[src/hw/irtp_defs.svh]
`ifndef IRTP_DEFS_SVH
`define IRTP_DEFS_SVH

// register bank offsets
`define IRTP_A_CTRL8 4'h0
`define IRTP_A_SHARED 4'h1
`define IRTP_A_LOW_HOLD 4'h4
`define IRTP_A_HIGH_HOLD 4'h5
`define IRTP_A_WHOLD_LO 4'h6
`define IRTP_A_WHOLD_HI 4'h7
`define IRTP_A_WCAP_LO 4'h8
`define IRTP_A_WCAP_HI 4'h9
`define IRTP_A_LOW_CAP 4'ha
`define IRTP_A_HIGH_CAP 4'hb

// eight-bit counter control fields
`define IRTP_C8_EN 7
`define IRTP_C8_ONESHOT 6
`define IRTP_C8_TOUT 5
`define IRTP_C8_CLK_HI 4
`define IRTP_C8_CLK_LO 3
`define IRTP_C8_CAPIE 2
`define IRTP_C8_TCIE 1
`define IRTP_C8_PINA 0

// shared control fields
`define IRTP_SH_MODE 7
`define IRTP_SH_PINSEL 6
`define IRTP_SH_FN_HI 5
`define IRTP_SH_FN_LO 4
`define IRTP_SH_SUB_HI 3
`define IRTP_SH_SUB_LO 2
`define IRTP_SH_LVL8 1
`define IRTP_SH_LVL16 0

// reset and limit values
`define IRTP_RST_BYTE 8'h00
`define IRTP_RST_WORD 16'h0000
`define IRTP_RST_SEL 2'h0
`define IRTP_MAX8 8'hff
`define IRTP_MAX16 16'hffff

// transmit submodes
`define IRTP_SUB_NORMAL 2'h0
`define IRTP_SUB_ALT 2'h1
`define IRTP_SUB_FORCE0 2'h2
`define IRTP_SUB_FORCE1 2'h3

// output combining functions
`define IRTP_FN_AND 2'h0
`define IRTP_FN_OR 2'h1
`define IRTP_FN_NOR 2'h2
`define IRTP_FN_NAND 2'h3

// edge select and glitch filter codes
`define IRTP_EDGE_FALL 2'h0
`define IRTP_EDGE_RISE 2'h1
`define IRTP_EDGE_BOTH 2'h2
`define IRTP_FILT_4 2'h1
`define IRTP_FILT_8 2'h2
`define IRTP_FILT4_CYC 4'h4
`define IRTP_FILT8_CYC 4'h8
`define IRTP_FILT_NONE_CYC 4'h0

`endif

[src/hw/irtp_pkg.sv]
package irtp_pkg;
  typedef logic [7:0] irtp_byte_t;
  typedef logic [3:0] irtp_addr_t;
  typedef enum logic [1:0]
  {
    IRTP_PH_EIGHT = 2'b01,
    IRTP_PH_WIDE = 2'b10
  } irtp_phase_t;
endpackage

[src/hw/irtp_if.sv]
`timescale 1ns/1ps
interface irtp_if;
  logic [3:0] clk_sel;
  logic [1:0] tick;
  logic demod_en;
  logic in_sel;
  logic [1:0] edge_sel;
  logic [1:0] filt_sel;
  logic pos_edge;
  logic neg_edge;
  logic level;
  modport pre_mp
  (
    input clk_sel,
    output tick
  );
  modport edge_mp
  (
    input demod_en, in_sel, edge_sel, filt_sel,
    output pos_edge, neg_edge, level
  );
  modport core_mp
  (
    output clk_sel, demod_en, in_sel, edge_sel, filt_sel,
    input tick, pos_edge, neg_edge, level
  );
endinterface

[src/hw/irtp_top.sv]
`timescale 1ns/1ps
`include "irtp_defs.svh"
module irtp_top (
  // clock and reset
  input wire logic CORE_CLK,
  input wire logic RST_N,
  // stop-mode recovery pulse
  input wire logic STOP_RECOVER,
  // register bank access
  input wire irtp_pkg::irtp_addr_t REG_ADDR,
  input wire logic REG_WR,
  input wire logic REG_RD,
  input wire irtp_pkg::irtp_byte_t REG_WDATA,
  output logic [7:0] REG_RDATA,
  // sixteen-bit counter control held outside
  input wire logic WIDE_ENABLE,
  input wire logic [1:0] WIDE_CLK_SEL,
  // port output latches
  input wire logic PORT_A_DATA,
  input wire logic PORT_C_DATA,
  // pins
  input wire logic COMPARATOR_INPUT_PIN,
  input wire logic PORT_TWO_INPUT_PIN,
  output logic COUNTER_PIN_A,
  output logic COMBINED_OUTPUT_PIN,
  output logic EIGHT_BIT_COUNTER_OUTPUT,
  output logic SIXTEEN_BIT_COUNTER_OUTPUT,
  // requests
  output logic TIMEOUT_IRQ,
  output logic CAPTURE_IRQ,
  output logic WIDE_TIMEOUT
);
  import irtp_pkg::*;
  irtp_if cif ();
  irtp_prescale #(.CHANNELS(2)) u_pre (.clk(CORE_CLK), .rst_n(RST_N), .bus(cif));
  irtp_edge u_edge
  (
    .clk(CORE_CLK),
    .rst_n(RST_N),
    .cmp_pin(COMPARATOR_INPUT_PIN),
    .p2_pin(PORT_TWO_INPUT_PIN),
    .bus(cif)
  );
  // eight-bit control fields
  logic en8;
  logic oneshot8;
  logic tout8;
  logic [1:0] clk8;
  logic capie;
  logic tcie;
  logic pina;
  // shared control fields
  logic mode;
  logic pinsel;
  logic [1:0] fn;
  logic [1:0] sub;
  logic lvl8;
  logic lvl16;
  // data registers
  irtp_byte_t low_hold;
  irtp_byte_t high_hold;
  irtp_byte_t whold_lo;
  irtp_byte_t whold_hi;
  irtp_byte_t low_cap;
  irtp_byte_t high_cap;
  irtp_byte_t wcap_lo;
  irtp_byte_t wcap_hi;
  // counter state
  logic [7:0] cnt8;
  logic [15:0] cnt16;
  logic out8;
  logic out16;
  logic en8_d;
  logic en16_d;
  irtp_phase_t phase;
  logic [7:0] next_cnt8;
  logic [15:0] next_cnt16;
  logic next_out8;
  logic next_out16;
  logic [7:0] rd_mux;

  assign cif.clk_sel = {WIDE_CLK_SEL, clk8};
  assign cif.demod_en = mode;
  assign cif.in_sel = pinsel;
  assign cif.edge_sel = fn;
  assign cif.filt_sel = sub;

  // decode
  wire wr_c8 = REG_WR && REG_ADDR == `IRTP_A_CTRL8;
  wire wr_sh = REG_WR && REG_ADDR == `IRTP_A_SHARED;
  wire demod = mode;
  wire alt = !demod && sub == `IRTP_SUB_ALT;
  wire run8 = en8 && (!alt || phase == IRTP_PH_EIGHT);
  wire run16 = WIDE_ENABLE && (!alt || phase == IRTP_PH_WIDE);
  wire start8 = en8 && !en8_d;
  wire start16 = WIDE_ENABLE && !en16_d;
  wire tick8 = cif.tick[0];
  wire tick16 = cif.tick[1];
  wire at_end8 = demod ? cnt8 == `IRTP_MAX8 : cnt8 == `IRTP_RST_BYTE;
  wire at_end16 = demod ? cnt16 == `IRTP_MAX16 : cnt16 == `IRTP_RST_WORD;
  wire tc8 = run8 && tick8 && !start8 && at_end8;
  wire tc16 = run16 && tick16 && !start16 && at_end16;
  wire cap = demod && (cif.pos_edge || cif.neg_edge);
  wire cap8 = cap && en8;
  wire cap16 = cap && WIDE_ENABLE;
  wire stop8 = tc8 && oneshot8;
  wire [15:0] whold = {whold_hi, whold_lo};
  wire clr_tout = wr_c8 && REG_WDATA[`IRTP_C8_TOUT];
  wire clr_rise = wr_sh && REG_WDATA[`IRTP_SH_LVL8];
  wire clr_fall = wr_sh && REG_WDATA[`IRTP_SH_LVL16];
  // the forced levels act at once, bypassing the counter
  wire out16_eff = (!demod && sub == `IRTP_SUB_FORCE0) ? 1'b0 :
                   (!demod && sub == `IRTP_SUB_FORCE1) ? 1'b1 : out16;
  wire comb_and = out8 && out16_eff;
  wire comb_or = out8 || out16_eff;
  wire combined = (fn == `IRTP_FN_AND) ? comb_and :
                  (fn == `IRTP_FN_OR) ? comb_or :
                  (fn == `IRTP_FN_NOR) ? !comb_or : !comb_and;
  wire next_en8 = STOP_RECOVER ? 1'b0 :
                  wr_c8 ? REG_WDATA[`IRTP_C8_EN] : (en8 && !stop8);
  wire next_lvl8 = demod ? (cif.pos_edge || (lvl8 && !clr_rise)) :
                   (wr_sh ? REG_WDATA[`IRTP_SH_LVL8] : lvl8);
  wire next_lvl16 = demod ? (cif.neg_edge || (lvl16 && !clr_fall)) :
                    (wr_sh ? REG_WDATA[`IRTP_SH_LVL16] : lvl16);

  // eight-bit counter: counts down between holds in transmit, up in demodulation
  always_comb
  begin
    next_cnt8 = cnt8;
    next_out8 = out8;
    if (start8)
    begin
      next_cnt8 = demod ? `IRTP_RST_BYTE : (lvl8 ? high_hold : low_hold);
      next_out8 = demod ? out8 : lvl8;
    end
    else if (!en8)
      next_out8 = demod ? out8 : !lvl8;
    else if (demod)
    begin
      if (cap8)
        next_cnt8 = `IRTP_RST_BYTE;
      else if (run8 && tick8)
        next_cnt8 = cnt8 + 8'h01;
    end
    else if (tc8)
    begin
      next_out8 = !out8;
      next_cnt8 = out8 ? low_hold : high_hold;
    end
    else if (run8 && tick8)
      next_cnt8 = cnt8 - 8'h01;
  end

  // sixteen-bit counter: modulo reload from the wide hold
  always_comb
  begin
    next_cnt16 = cnt16;
    next_out16 = out16;
    if (start16)
    begin
      next_cnt16 = demod ? `IRTP_RST_WORD : whold;
      next_out16 = demod ? out16 : lvl16;
    end
    else if (!WIDE_ENABLE)
      next_out16 = demod ? out16 : !lvl16;
    else if (demod)
    begin
      if (cap16)
        next_cnt16 = `IRTP_RST_WORD;
      else if (run16 && tick16)
        next_cnt16 = cnt16 + 16'h0001;
    end
    else if (tc16)
    begin
      next_out16 = !out16;
      next_cnt16 = whold;
    end
    else if (run16 && tick16)
      next_cnt16 = cnt16 - 16'h0001;
  end

  // fields marked for survival keep their value on stop recovery
  always_ff @(posedge CORE_CLK or negedge RST_N)
  begin
    if (!RST_N)
    begin
      tout8 <= 1'b0;
      clk8 <= `IRTP_RST_SEL;
      capie <= 1'b0;
      tcie <= 1'b0;
      fn <= `IRTP_RST_SEL;
    end
    else
    begin
      tout8 <= tc8 || (tout8 && !clr_tout);
      clk8 <= wr_c8 ? REG_WDATA[`IRTP_C8_CLK_HI:`IRTP_C8_CLK_LO] : clk8;
      capie <= wr_c8 ? REG_WDATA[`IRTP_C8_CAPIE] : capie;
      tcie <= wr_c8 ? REG_WDATA[`IRTP_C8_TCIE] : tcie;
      fn <= wr_sh ? REG_WDATA[`IRTP_SH_FN_HI:`IRTP_SH_FN_LO] : fn;
    end
  end

  always_ff @(posedge CORE_CLK or negedge RST_N)
  begin
    if (!RST_N)
    begin
      en8 <= 1'b0;
      oneshot8 <= 1'b0;
      pina <= 1'b0;
      mode <= 1'b0;
      pinsel <= 1'b0;
      sub <= `IRTP_SUB_NORMAL;
      lvl8 <= 1'b0;
      lvl16 <= 1'b0;
    end
    else if (STOP_RECOVER)
    begin
      en8 <= 1'b0;
      oneshot8 <= 1'b0;
      pina <= 1'b0;
      mode <= 1'b0;
      pinsel <= 1'b0;
      sub <= `IRTP_SUB_NORMAL;
      lvl8 <= 1'b0;
      lvl16 <= 1'b0;
    end
    else
    begin
      en8 <= next_en8;
      oneshot8 <= wr_c8 ? REG_WDATA[`IRTP_C8_ONESHOT] : oneshot8;
      pina <= wr_c8 ? REG_WDATA[`IRTP_C8_PINA] : pina;
      mode <= wr_sh ? REG_WDATA[`IRTP_SH_MODE] : mode;
      pinsel <= wr_sh ? REG_WDATA[`IRTP_SH_PINSEL] : pinsel;
      sub <= wr_sh ? REG_WDATA[`IRTP_SH_SUB_HI:`IRTP_SH_SUB_LO] : sub;
      lvl8 <= next_lvl8;
      lvl16 <= next_lvl16;
    end
  end

  // hold registers
  always_ff @(posedge CORE_CLK or negedge RST_N)
  begin
    if (!RST_N)
    begin
      low_hold <= `IRTP_RST_BYTE;
      high_hold <= `IRTP_RST_BYTE;
      whold_lo <= `IRTP_RST_BYTE;
      whold_hi <= `IRTP_RST_BYTE;
    end
    else if (REG_WR)
    begin
      low_hold <= (REG_ADDR == `IRTP_A_LOW_HOLD) ? REG_WDATA : low_hold;
      high_hold <= (REG_ADDR == `IRTP_A_HIGH_HOLD) ? REG_WDATA : high_hold;
      whold_lo <= (REG_ADDR == `IRTP_A_WHOLD_LO) ? REG_WDATA : whold_lo;
      whold_hi <= (REG_ADDR == `IRTP_A_WHOLD_HI) ? REG_WDATA : whold_hi;
    end
  end

  // captures: a rising edge ends a low phase, a falling edge a high one
  always_ff @(posedge CORE_CLK or negedge RST_N)
  begin
    if (!RST_N)
    begin
      low_cap <= `IRTP_RST_BYTE;
      high_cap <= `IRTP_RST_BYTE;
      wcap_lo <= `IRTP_RST_BYTE;
      wcap_hi <= `IRTP_RST_BYTE;
    end
    else
    begin
      low_cap <= (cap8 && cif.pos_edge) ? cnt8 : low_cap;
      high_cap <= (cap8 && cif.neg_edge) ? cnt8 : high_cap;
      wcap_lo <= cap16 ? cnt16[7:0] : wcap_lo;
      wcap_hi <= cap16 ? cnt16[15:8] : wcap_hi;
    end
  end

  always_ff @(posedge CORE_CLK or negedge RST_N)
  begin
    if (!RST_N)
    begin
      cnt8 <= `IRTP_RST_BYTE;
      cnt16 <= `IRTP_RST_WORD;
      out8 <= 1'b1;
      out16 <= 1'b1;
      en8_d <= 1'b0;
      en16_d <= 1'b0;
      phase <= IRTP_PH_EIGHT;
    end
    else
    begin
      cnt8 <= next_cnt8;
      cnt16 <= next_cnt16;
      out8 <= next_out8;
      out16 <= next_out16;
      en8_d <= en8;
      en16_d <= WIDE_ENABLE;
      // alternating hands the turn over at each terminal count
      phase <= !alt ? IRTP_PH_EIGHT :
               tc8 ? IRTP_PH_WIDE :
               tc16 ? IRTP_PH_EIGHT : phase;
    end
  end

  // read mux: capture and flag reads have no side effect
  always_comb
  begin
    unique case (REG_ADDR)
      `IRTP_A_CTRL8: rd_mux = {en8, oneshot8, tout8, clk8, capie, tcie, pina};
      `IRTP_A_SHARED: rd_mux = {mode, pinsel, fn, sub, lvl8, lvl16};
      `IRTP_A_LOW_HOLD: rd_mux = low_hold;
      `IRTP_A_HIGH_HOLD: rd_mux = high_hold;
      `IRTP_A_WHOLD_LO: rd_mux = whold_lo;
      `IRTP_A_WHOLD_HI: rd_mux = whold_hi;
      `IRTP_A_WCAP_LO: rd_mux = wcap_lo;
      `IRTP_A_WCAP_HI: rd_mux = wcap_hi;
      `IRTP_A_LOW_CAP: rd_mux = low_cap;
      `IRTP_A_HIGH_CAP: rd_mux = high_cap;
      default: rd_mux = `IRTP_RST_BYTE;
    endcase
  end

  always_ff @(posedge CORE_CLK or negedge RST_N)
  begin
    if (!RST_N)
    begin
      REG_RDATA <= `IRTP_RST_BYTE;
      COUNTER_PIN_A <= 1'b0;
      COMBINED_OUTPUT_PIN <= 1'b0;
      SIXTEEN_BIT_COUNTER_OUTPUT <= 1'b0;
      TIMEOUT_IRQ <= 1'b0;
      CAPTURE_IRQ <= 1'b0;
      WIDE_TIMEOUT <= 1'b0;
    end
    else
    begin
      REG_RDATA <= REG_RD ? rd_mux : REG_RDATA;
      COUNTER_PIN_A <= pina ? out8 : PORT_A_DATA;
      COMBINED_OUTPUT_PIN <= (!demod && pinsel) ? combined : PORT_C_DATA;
      SIXTEEN_BIT_COUNTER_OUTPUT <= out16_eff;
      TIMEOUT_IRQ <= tc8 && tcie;
      CAPTURE_IRQ <= cap8 && capie;
      WIDE_TIMEOUT <= tc16;
    end
  end
  assign EIGHT_BIT_COUNTER_OUTPUT = out8;

  AST_ENABLE_WRITE: assert property (@(posedge CORE_CLK) disable iff (!RST_N)
    (wr_c8 && !STOP_RECOVER) |=> en8 == $past(REG_WDATA[`IRTP_C8_EN]))
  else $error("enable does not follow write");
  AST_ONESHOT_STOP: assert property (@(posedge CORE_CLK) disable iff (!RST_N)
    (tc8 && oneshot8 && !wr_c8) |=> !en8)
  else $error("one-shot counter kept running");
  AST_FLAG_STICKY: assert property (@(posedge CORE_CLK) disable iff (!RST_N)
    (tc8 || (tout8 && !clr_tout)) |=> tout8)
  else $error("terminal flag lost");
  AST_CAPTURE_REQ: assert property (@(posedge CORE_CLK) disable iff (!RST_N)
    CAPTURE_IRQ == ($past(cap8) && $past(capie)))
  else $error("capture request mismatch");
  AST_TIMEOUT_REQ: assert property (@(posedge CORE_CLK) disable iff (!RST_N)
    (tc8 && tcie) |=> TIMEOUT_IRQ ##1 (!TIMEOUT_IRQ || $past(tc8)))
  else $error("terminal request mismatch");
  AST_PIN_A_PORT: assert property (@(posedge CORE_CLK) disable iff (!RST_N)
    !pina |=> COUNTER_PIN_A == $past(PORT_A_DATA))
  else $error("pin A not showing port latch");
  AST_RECOVER_KEEP: assert property (@(posedge CORE_CLK) disable iff (!RST_N)
    (STOP_RECOVER && !REG_WR) |=> !en8 && clk8 == $past(clk8) && tcie == $past(tcie))
  else $error("stop recovery touched kept fields");
  AST_IDLE_LEVEL: assert property (@(posedge CORE_CLK) disable iff (!RST_N)
    (!demod && !en8) |=> out8 != $past(lvl8))
  else $error("idle output not opposite of start level");
  AST_START_LEVEL: assert property (@(posedge CORE_CLK) disable iff (!RST_N)
    (!demod && start16) |=> out16 == $past(lvl16))
  else $error("wide output start level wrong");
  AST_RISE_FLAG: assert property (@(posedge CORE_CLK) disable iff (!RST_N)
    (demod && cif.pos_edge && !STOP_RECOVER) |=> lvl8)
  else $error("rising flag not set");
  AST_FORCE_HIGH: assert property (@(posedge CORE_CLK) disable iff (!RST_N)
    (!demod && sub == `IRTP_SUB_FORCE1) |=> SIXTEEN_BIT_COUNTER_OUTPUT)
  else $error("forced wide output not high");
endmodule

[src/hw/irtp_prescale.sv]
`timescale 1ns/1ps
module irtp_prescale #(
  parameter int CHANNELS = 2
) (
  // clock and reset
  input wire logic clk,
  input wire logic rst_n,
  // selects and enables
  irtp_if.pre_mp bus
);
  import irtp_pkg::*;
  logic [2:0] div;
  // one free divider shared by all channels keeps ticks phase aligned
  always_ff @(posedge clk or negedge rst_n)
  begin
    if (!rst_n)
      div <= 3'h0;
    else
      div <= div + 3'h1;
  end
  genvar i;
  generate
    for (i = 0; i < CHANNELS; i = i + 1)
    begin : g_ch
      wire [1:0] sel = bus.clk_sel[2*i+1:2*i];
      wire [2:0] mask = {sel == 2'h3, sel[1], sel != 2'h0};
      assign bus.tick[i] = (div & mask) == mask;
      AST_DIV2_SPACING: assert property (@(posedge clk) disable iff (!rst_n)
        (sel == 2'h1 && bus.tick[i]) ##1 (sel == 2'h1) |->
        !bus.tick[i] ##1 (bus.tick[i] || sel != 2'h1))
      else $error("divide by two tick spacing wrong");
    end
  endgenerate
endmodule

[src/hw/irtp_edge.sv]
`timescale 1ns/1ps
`include "irtp_defs.svh"
module irtp_edge (
  // clock and reset
  input wire logic clk,
  input wire logic rst_n,
  // demodulation input pins
  input wire logic cmp_pin,
  input wire logic p2_pin,
  // edge results
  irtp_if.edge_mp bus
);
  import irtp_pkg::*;
  logic [1:0] sync1;
  logic [1:0] sync2;
  logic [3:0] cnt;
  logic level;
  logic pos_edge;
  logic neg_edge;
  wire raw = bus.in_sel ? sync2[1] : sync2[0];
  wire [3:0] need = (bus.filt_sel == `IRTP_FILT_4) ? `IRTP_FILT4_CYC :
                    (bus.filt_sel == `IRTP_FILT_8) ? `IRTP_FILT8_CYC :
                    `IRTP_FILT_NONE_CYC;
  wire differ = raw != level;
  wire accept = differ && (need == 4'h0 || cnt >= need - 4'h1);
  wire rise_ok = bus.edge_sel == `IRTP_EDGE_RISE || bus.edge_sel == `IRTP_EDGE_BOTH;
  wire fall_ok = bus.edge_sel == `IRTP_EDGE_FALL || bus.edge_sel == `IRTP_EDGE_BOTH;
  // both pins synchronised so switching the source never feeds a raw pin to logic
  always_ff @(posedge clk or negedge rst_n)
  begin
    if (!rst_n)
    begin
      sync1 <= 2'h0;
      sync2 <= 2'h0;
    end
    else
    begin
      sync1 <= {p2_pin, cmp_pin};
      sync2 <= sync1;
    end
  end
  always_ff @(posedge clk or negedge rst_n)
  begin
    if (!rst_n)
    begin
      cnt <= 4'h0;
      level <= 1'b0;
      pos_edge <= 1'b0;
      neg_edge <= 1'b0;
    end
    else
    begin
      cnt <= (!differ || accept) ? 4'h0 : cnt + 4'h1;
      level <= accept ? raw : level;
      pos_edge <= bus.demod_en && accept && raw && rise_ok;
      neg_edge <= bus.demod_en && accept && !raw && fall_ok;
    end
  end
  assign bus.level = level;
  assign bus.pos_edge = pos_edge;
  assign bus.neg_edge = neg_edge;
  AST_EDGE_SELECT: assert property (@(posedge clk) disable iff (!rst_n)
    bus.pos_edge |-> $past(rise_ok) && level)
  else $error("rising edge reported while not selected");
endmodule

[config.mk]
export PLATFORM = sky130hd
export DESIGN_NAME = irtp_top
export DESIGN_NICKNAME = d
export VERILOG_FILES = /design/src/hw/irtp_pkg.sv /design/src/hw/irtp_if.sv /design/src/hw/irtp_top.sv /design/src/hw/irtp_prescale.sv /design/src/hw/irtp_edge.sv
export VERILOG_INCLUDE_DIRS = /design/src /design/src/hw
export SDC_FILE = /design/constraint.sdc
export NUM_CORES = 1
export LEC_CHECK = 0
export BUFFER_PORTS_ARGS = -buffer_cell sky130_fd_sc_hd__buf_2
export CAP_MARGIN = 10
export CORE_ASPECT_RATIO = 0.8
export CORE_MARGIN = 5
export CORE_UTILIZATION = 56
export DETAILED_ROUTE_END_ITERATION = 8
export PLACE_DENSITY_LB_ADDON = 0.08
export REMOVE_ABC_BUFFERS = 1
export SYNTH_ARGS = -nofsm -noshare
export SYNTH_HDL_FRONTEND = slang
export SYNTH_SLANG_ARGS = --single-unit
[constraint.sdc]
create_clock -name CORE_CLK -period 2 [get_ports CORE_CLK]
set_input_delay 0.2 -clock CORE_CLK [delete_from_list [all_inputs] [get_ports CORE_CLK]]
set_output_delay 0.2 -clock CORE_CLK [all_outputs]
set_load 0.005 [all_outputs]
* Yosys cells after proc, flatten, opt, wreduce, memory -nomap -nowiden
Index checks and enable logic that the tools add are counted.
Storage, ports and cells: output and inout bits 15, register bits 138, bits of input ports 24
Cells by class: reduce and logical (&&, ||, !) cells 89, $add $sub $neg 7, bitwise gates (word level) 3, eq/ne operators 28, muxes and demuxes 65, order comparisons 1
Operators by type and width (count):
- 16-bit two-way mux | 8
- 8-bit two-way mux | 10
- 8-bit case mux with 10 select lines | 1
- 1-bit logical AND | 38
- 1-bit two-way mux | 38
- 1-bit logical NOT | 18
- 16-bit by 1-bit adder with 16-bit output (second input constant) | 1
- 16-bit == test (second input constant) | 1
- 4-bit by 3-bit == test with 1-bit output (second input constant) | 4
- 4-bit == test (second input constant) | 4
- 16-bit logical NOT | 1
- 16-bit by 1-bit subtractor with 16-bit output (second input constant) | 1
- 2-bit == test (second input constant) | 6
- 4-bit two-way mux | 3
- 2-bit AND reduction | 6
- 2-bit nonzero test | 6
- 1-bit logical OR | 11
- 2-bit two-way mux | 5
- 3-bit by 1-bit inequality test with 1-bit output (second input constant) | 3
- 8-bit by 1-bit adder with 8-bit output (second input constant) | 1
- 8-bit == test (second input constant) | 1
- 4-bit logical NOT | 2
- 8-bit logical NOT | 1
- 4-bit by 1-bit inequality test with 1-bit output (second input constant) | 2
- other kinds (15) | 21

* Logic depth before layout (Yosys ltp)
depth in word-level cells 13, gate-level depth with buffers 10

* Hierarchy
A second synthesis with hierarchy kept.
Unflattened totals: cells, all modules 820, area, all modules 8185.4 um2
Modules (own cells, without submodules):
- irtp_top | area each 7528.5 um2, cells an instance 768, times used 1
- irtp_edge | area each 498.0 um2, cells an instance 39, times used 1
- irtp_prescale | area each 158.9 um2, cells an instance 13, times used 1

* Worst setup path after synthesis
Ideal clock, no wire load.
kind flip-flop to flip-flop, start point register cnt16[0], end point register cnt16[12], cell stages (with the launch flop) 10, data arrival time 2.120 ns, clock period less this slack 2.187 ns, path buffers 1, slack -0.187 ns, required time 1.933 ns, cell sequence dfrtp_1 clkbuf_1 inv_1 ha_1 nor4b_1 and4_4 o2111ai_1 a21oi_1 a2111oi_0 a221o_1
Between the ends: word-level cells in the longest chain between the ends 7, elaborated cells between the ends (all ways) 15, those cells by class add/sub: 2; eq/ne: 1; mux: 8; reduce/logical: 4
RTL lines:
- from (decl) | line irtp_top.sv:70 | logic [15:0] cnt16;
- from (signal assigned) | line irtp_top.sv:283 | cnt16 <= `IRTP_RST_WORD;
- from (signal assigned) | line irtp_top.sv:293 | cnt16 <= next_cnt16;
- parallel branches: the longest is 7 deep, another holds 16-bit by 1-bit subtractor with 16-bit output
Several ways; the timed one is not identified. The select of a mux whose other input is x is not followed. A chain may end at the register's enable or synchronous reset.

* Worst setup path in the final report
start point register sub[0] (netlist: cif.filt_sel[0]), end point register cnt8[4]
Between the ends: word-level cells in the longest chain between the ends 12, elaborated cells between the ends (all ways) 15, those cells by class eq/ne: 2; mux: 4; reduce/logical: 9
RTL lines:
- from (decl) | line irtp_top.sv:56 | logic [1:0] sub;
- from (signal assigned) | line irtp_top.sv:212 | sub <= `IRTP_SUB_NORMAL;
- from (signal assigned) | line irtp_top.sv:223 | sub <= `IRTP_SUB_NORMAL;
- from (signal assigned) | line irtp_top.sv:234 | sub <= wr_sh ? REG_WDATA[`IRTP_SH_SUB_HI:`IRTP_SH_SUB_LO] : sub;
- 2-bit by 1-bit == test with 1-bit output (no line) *
- 1-bit logical AND (no line) *
- 1-bit logical NOT *
- 1-bit logical OR * | line irtp_top.sv:93 | wire run8 = en8 && (!alt || phase == IRTP_PH_EIGHT);
- 1-bit logical AND * | line irtp_top.sv:93
- 1-bit logical AND * | line irtp_top.sv:101, irtp_top.sv:142, irtp_top.sv:150
- 1-bit logical AND (2 in series) | line irtp_top.sv:101 | wire tc8 = run8 && tick8 && !start8 && at_end8;
- 8-bit two-way mux | line irtp_top.sv:145 | else if (tc8)
- 8-bit two-way mux | line irtp_top.sv:138 | else if (demod)
- 8-bit two-way mux | line irtp_top.sv:136 | else if (!en8)
- 8-bit two-way mux | line irtp_top.sv:131 | if (start8)
- to (signal assigned) | line irtp_top.sv:282 | cnt8 <= `IRTP_RST_BYTE;
- to (signal assigned) | line irtp_top.sv:292 | cnt8 <= next_cnt8;
- to (decl) | line irtp_top.sv:69 | logic [7:0] cnt8;
Mark *: on every way between the ends. The rest lies on a longest branch, timed or not. The select of a mux whose other input is x is not followed.

==> impl_metrics.ini <==
[synthesis]
async_reset_ff_share_pct = 100
netlist_instances = 828
ys.flop_type = dfrtp_1
synth_most_common_cell = dfrtp_1
yosysUniqueCellTypes = 75
netlist_top_cells_area = dfrtp_1, mux2_2, mux2i_1
yosysTopAreaCell = dfrtp_1
synth_edf_count = 0
synthTopCellsByCount = dfrtp_1, mux2_2, nand2_1
yosysSeqAreaShare_pct = 42.9
synth.avg_cell_area_um2 = 9.74
synth_area_um2 = 8070
synth_top_area_share_pct = 41.9
synth_seq_cells = 138
synth_warnings = 0

[cells_and_area]
multi_input_area_um2 = 4650
antennaDiodeCount = 0
seq_area_um2 = 3460
largest_reg_flops = 16
drive_gt1_share_pct = 35.8
fillers = 1003
final_area_um2 = 10400
fin_nets = 998
max_flop_register = cnt16
area_growth_pct = 28.8

[placed_design]
place.gp.congestion = 1.04
dp_slack_ns = -0.156
dp_hpwl_um = 19000
port_buffers = 38
postPlaceCellArea_um2 = 9080

[clock_network]
cts_max_level = 4
cts_made_buffers = 17
cts_tree = done
cts.clk_slew.worst_paths_ns = 0.06
clock_latency_ns = 0.43
root_buffer = clkbuf_16
clock-sinks = 138
clockBufferDepth = 2

[critical_path]
worstSetupStartpointType = register
crit_type = reg2reg
path_max_fanout = 7
crit_path_max_incr_delay_ns = 0.41
required_ns = 2.31
cp_slowest_cell = dfrtp_1
cp-end-kind = register
worstPathArrival_ns = 2.42
path_cells = ha_4 -> nor2b_4 -> a22o_4 -> nor4b_4 -> buf_6 -> and2_4 -> a211oi_2 -> a221o_1

[sta]
rsz0062_at_grt = yes
finalSetupTns_ns = -0.575
finalSetupViolCount = 12
drv_slew = 0
slew_headroom_pct = 55.2
fin_worst_skew_ns = 0.00671
worst_pin_slew_ns = 0.672
finalHoldViolCount = 0
fmax_mhz = 474
layout_worst_path_cycle_share_pct = 106
setup_slack_ns = -0.111
min_period_ns = 2.11

[outcome]
outcome = finished with violations
violations = negative setup slack

[global_route]
antenna_found_initial = 0
grt_use_met3_pct = 9.48
grt.busiest_layer = met1
use_met2_pct = 41.9
grt_pass1_wl_um = 40400
grt_max_degree = 56
grt_use_total_pct = 31.3
grt_util_met1_pct = 48.4
grt_pass1_vias = 7125
overflow = 0

[worst_hold_path]
hp-class = in2reg

[detailed_routing]
vias = 7506
drtAntennaViolNets = 0
drc = 0
wl_per_cell_um = 23.1
dr.first_iter.drc_count = 995
routed_wl_um = 26600
first_pass_iters = 6
vias_per_cell = 6.52

[floorplan]
dieHeight_um = 117
initial_utilization_pct = 56.8
dieArea_um2 = 16900
coreArea_um2 = 14200
pin_count = 39
dieWidth_um = 144
rows = 39

[pwr]
switching_share_pct = 31.7
switching_power_mw = 2.79
pwr-share-comb_pct = 24.9
p_int_mw = 6.01
p_leak_nw = 4.67
cellPowerDensity_nw_per_um2 = 847
clkPwrFrac_pct = 35.8
vdd_ir_drop_max_uv = 641
seq_power_share_pct = 39.3

[flow_run]
drv_cap = 0
[cells by family (layout without fill, tap and decap cells)]
family                   after synthesis  count (layout)  synth area share [%]
XOR/XNOR                              33              33                  3.58
multiplexers                          98              98                  13.2
AND/OR/NAND/NOR                      239             239                  14.9
adder cells (fa/ha/maj)               19              19                  2.95
buffers and inverters                 94             233                  4.76
flip-flops                           138             138                  42.9
AO/OA/AOI/OAI                        207             207                  17.7
[path summary, 6_finish.rpt]
check | start | to | slack, ns | cells after the start
min reg2reg | u_edge.sync1[1] | u_edge.sync2[1] | 0.35 | 0
min in group asynchronous | RST_N | wcap_hi[2] | 0.31 | 2
max | cif.filt_sel[0] | cnt8[4] | -0.11 | 8
min | STOP_RECOVER | en8 | 0.05 | 2
max in group asynchronous | RST_N | EIGHT_BIT_COUNTER_OUTPUT | 1.01 | 3
max reg2reg | cif.filt_sel[0] | cnt8[4] | -0.11 | 8
[final cells by class]
class	instances	share of cell area [%]
Multi-Input combinational cell	596	44.8
Sequential cell	138	33.3
Timing Repair Buffer	169	12.9
Clock buffer	21	4.53
Tap cell	184	2.22
Inverter	33	1.19
Clock inverter	10	1.13
[through the flow]
step / utilization (%) / power, mW / instances / hold slack (ns)
2_1_floorplan: - / 4.39 / 767 / -0.0956
3_3_place_gp: 63.9 / 5.28 / 1095 / 0.203
3_5_place_dp: 63.9 / 5.34 / 1095 / 0.208
4_1_cts: 70.2 / 8.56 / 1144 / 0.0497
5_1_grt: 73.2 / 9.12 / 1151 / 0.0564
6_report: 73.2 / 8.80 / 1151 / 0.0494
[power by group through the flow]
stage	clock network [mW]	registers (mW)	logic, mW
2_1_floorplan	0	3.46	0.933
3_3_place_gp	0	3.46	1.82
3_5_place_dp	0	3.47	1.87
4_1_cts	3.17	3.43	1.96
5_1_grt	3.29	3.48	2.35
6_report	3.15	3.45	2.19
[placed cells by master, fill, tap and decap left out, types with 12 or more instances in the layout]
cell	Yosys	layout
o211ai_1	12	12
xnor2_1	15	14
a21oi_1	32	27
nor2_1	57	54
clkbuf_16	0	18
mux2i_1	29	29
ha_1	19	13
mux2_2	69	69
dfrtp_1	135	135
o21ai_0	48	34
nand2_1	66	60
xor2_1	18	17
inv_1	32	27
buf_6	3	15
nand3_1	32	29
buf_4	1	104
buf_2	4	37
o22ai_1	15	14
[worst max-delay path: cells and delay by family, from the launching register on]
kind / cells / cell delay, ns
AND/OR/NAND/NOR: 3 / 0.63
AO/OA/AOI/OAI: 3 / 0.59
flip-flops: 1 / 0.41
buffers and inverters: 1 / 0.18
adder cells (fa/ha/maj): 1 / 0.17
[metal layers]
metal  wire [µm]  share of wire, %  vias up
met5           0                 0        -
met4         569               2.1        0
met3        3070                12       60
met2       11300                43      441
met1       11600                44     3728
li1            -                 -     3277
[timing repair]
action / in CTS / in global routing
hold buffers: 5 / 0
gates cloned: 1 / 1
endpoints found under the setup margin: 39 / 44
endpoints found under the hold margin: 54 / 0
pin swaps: 13 / 31
resized for setup: 40 / 83
setup buffers: 12 / 9
(Power assumes the default switching activity.)
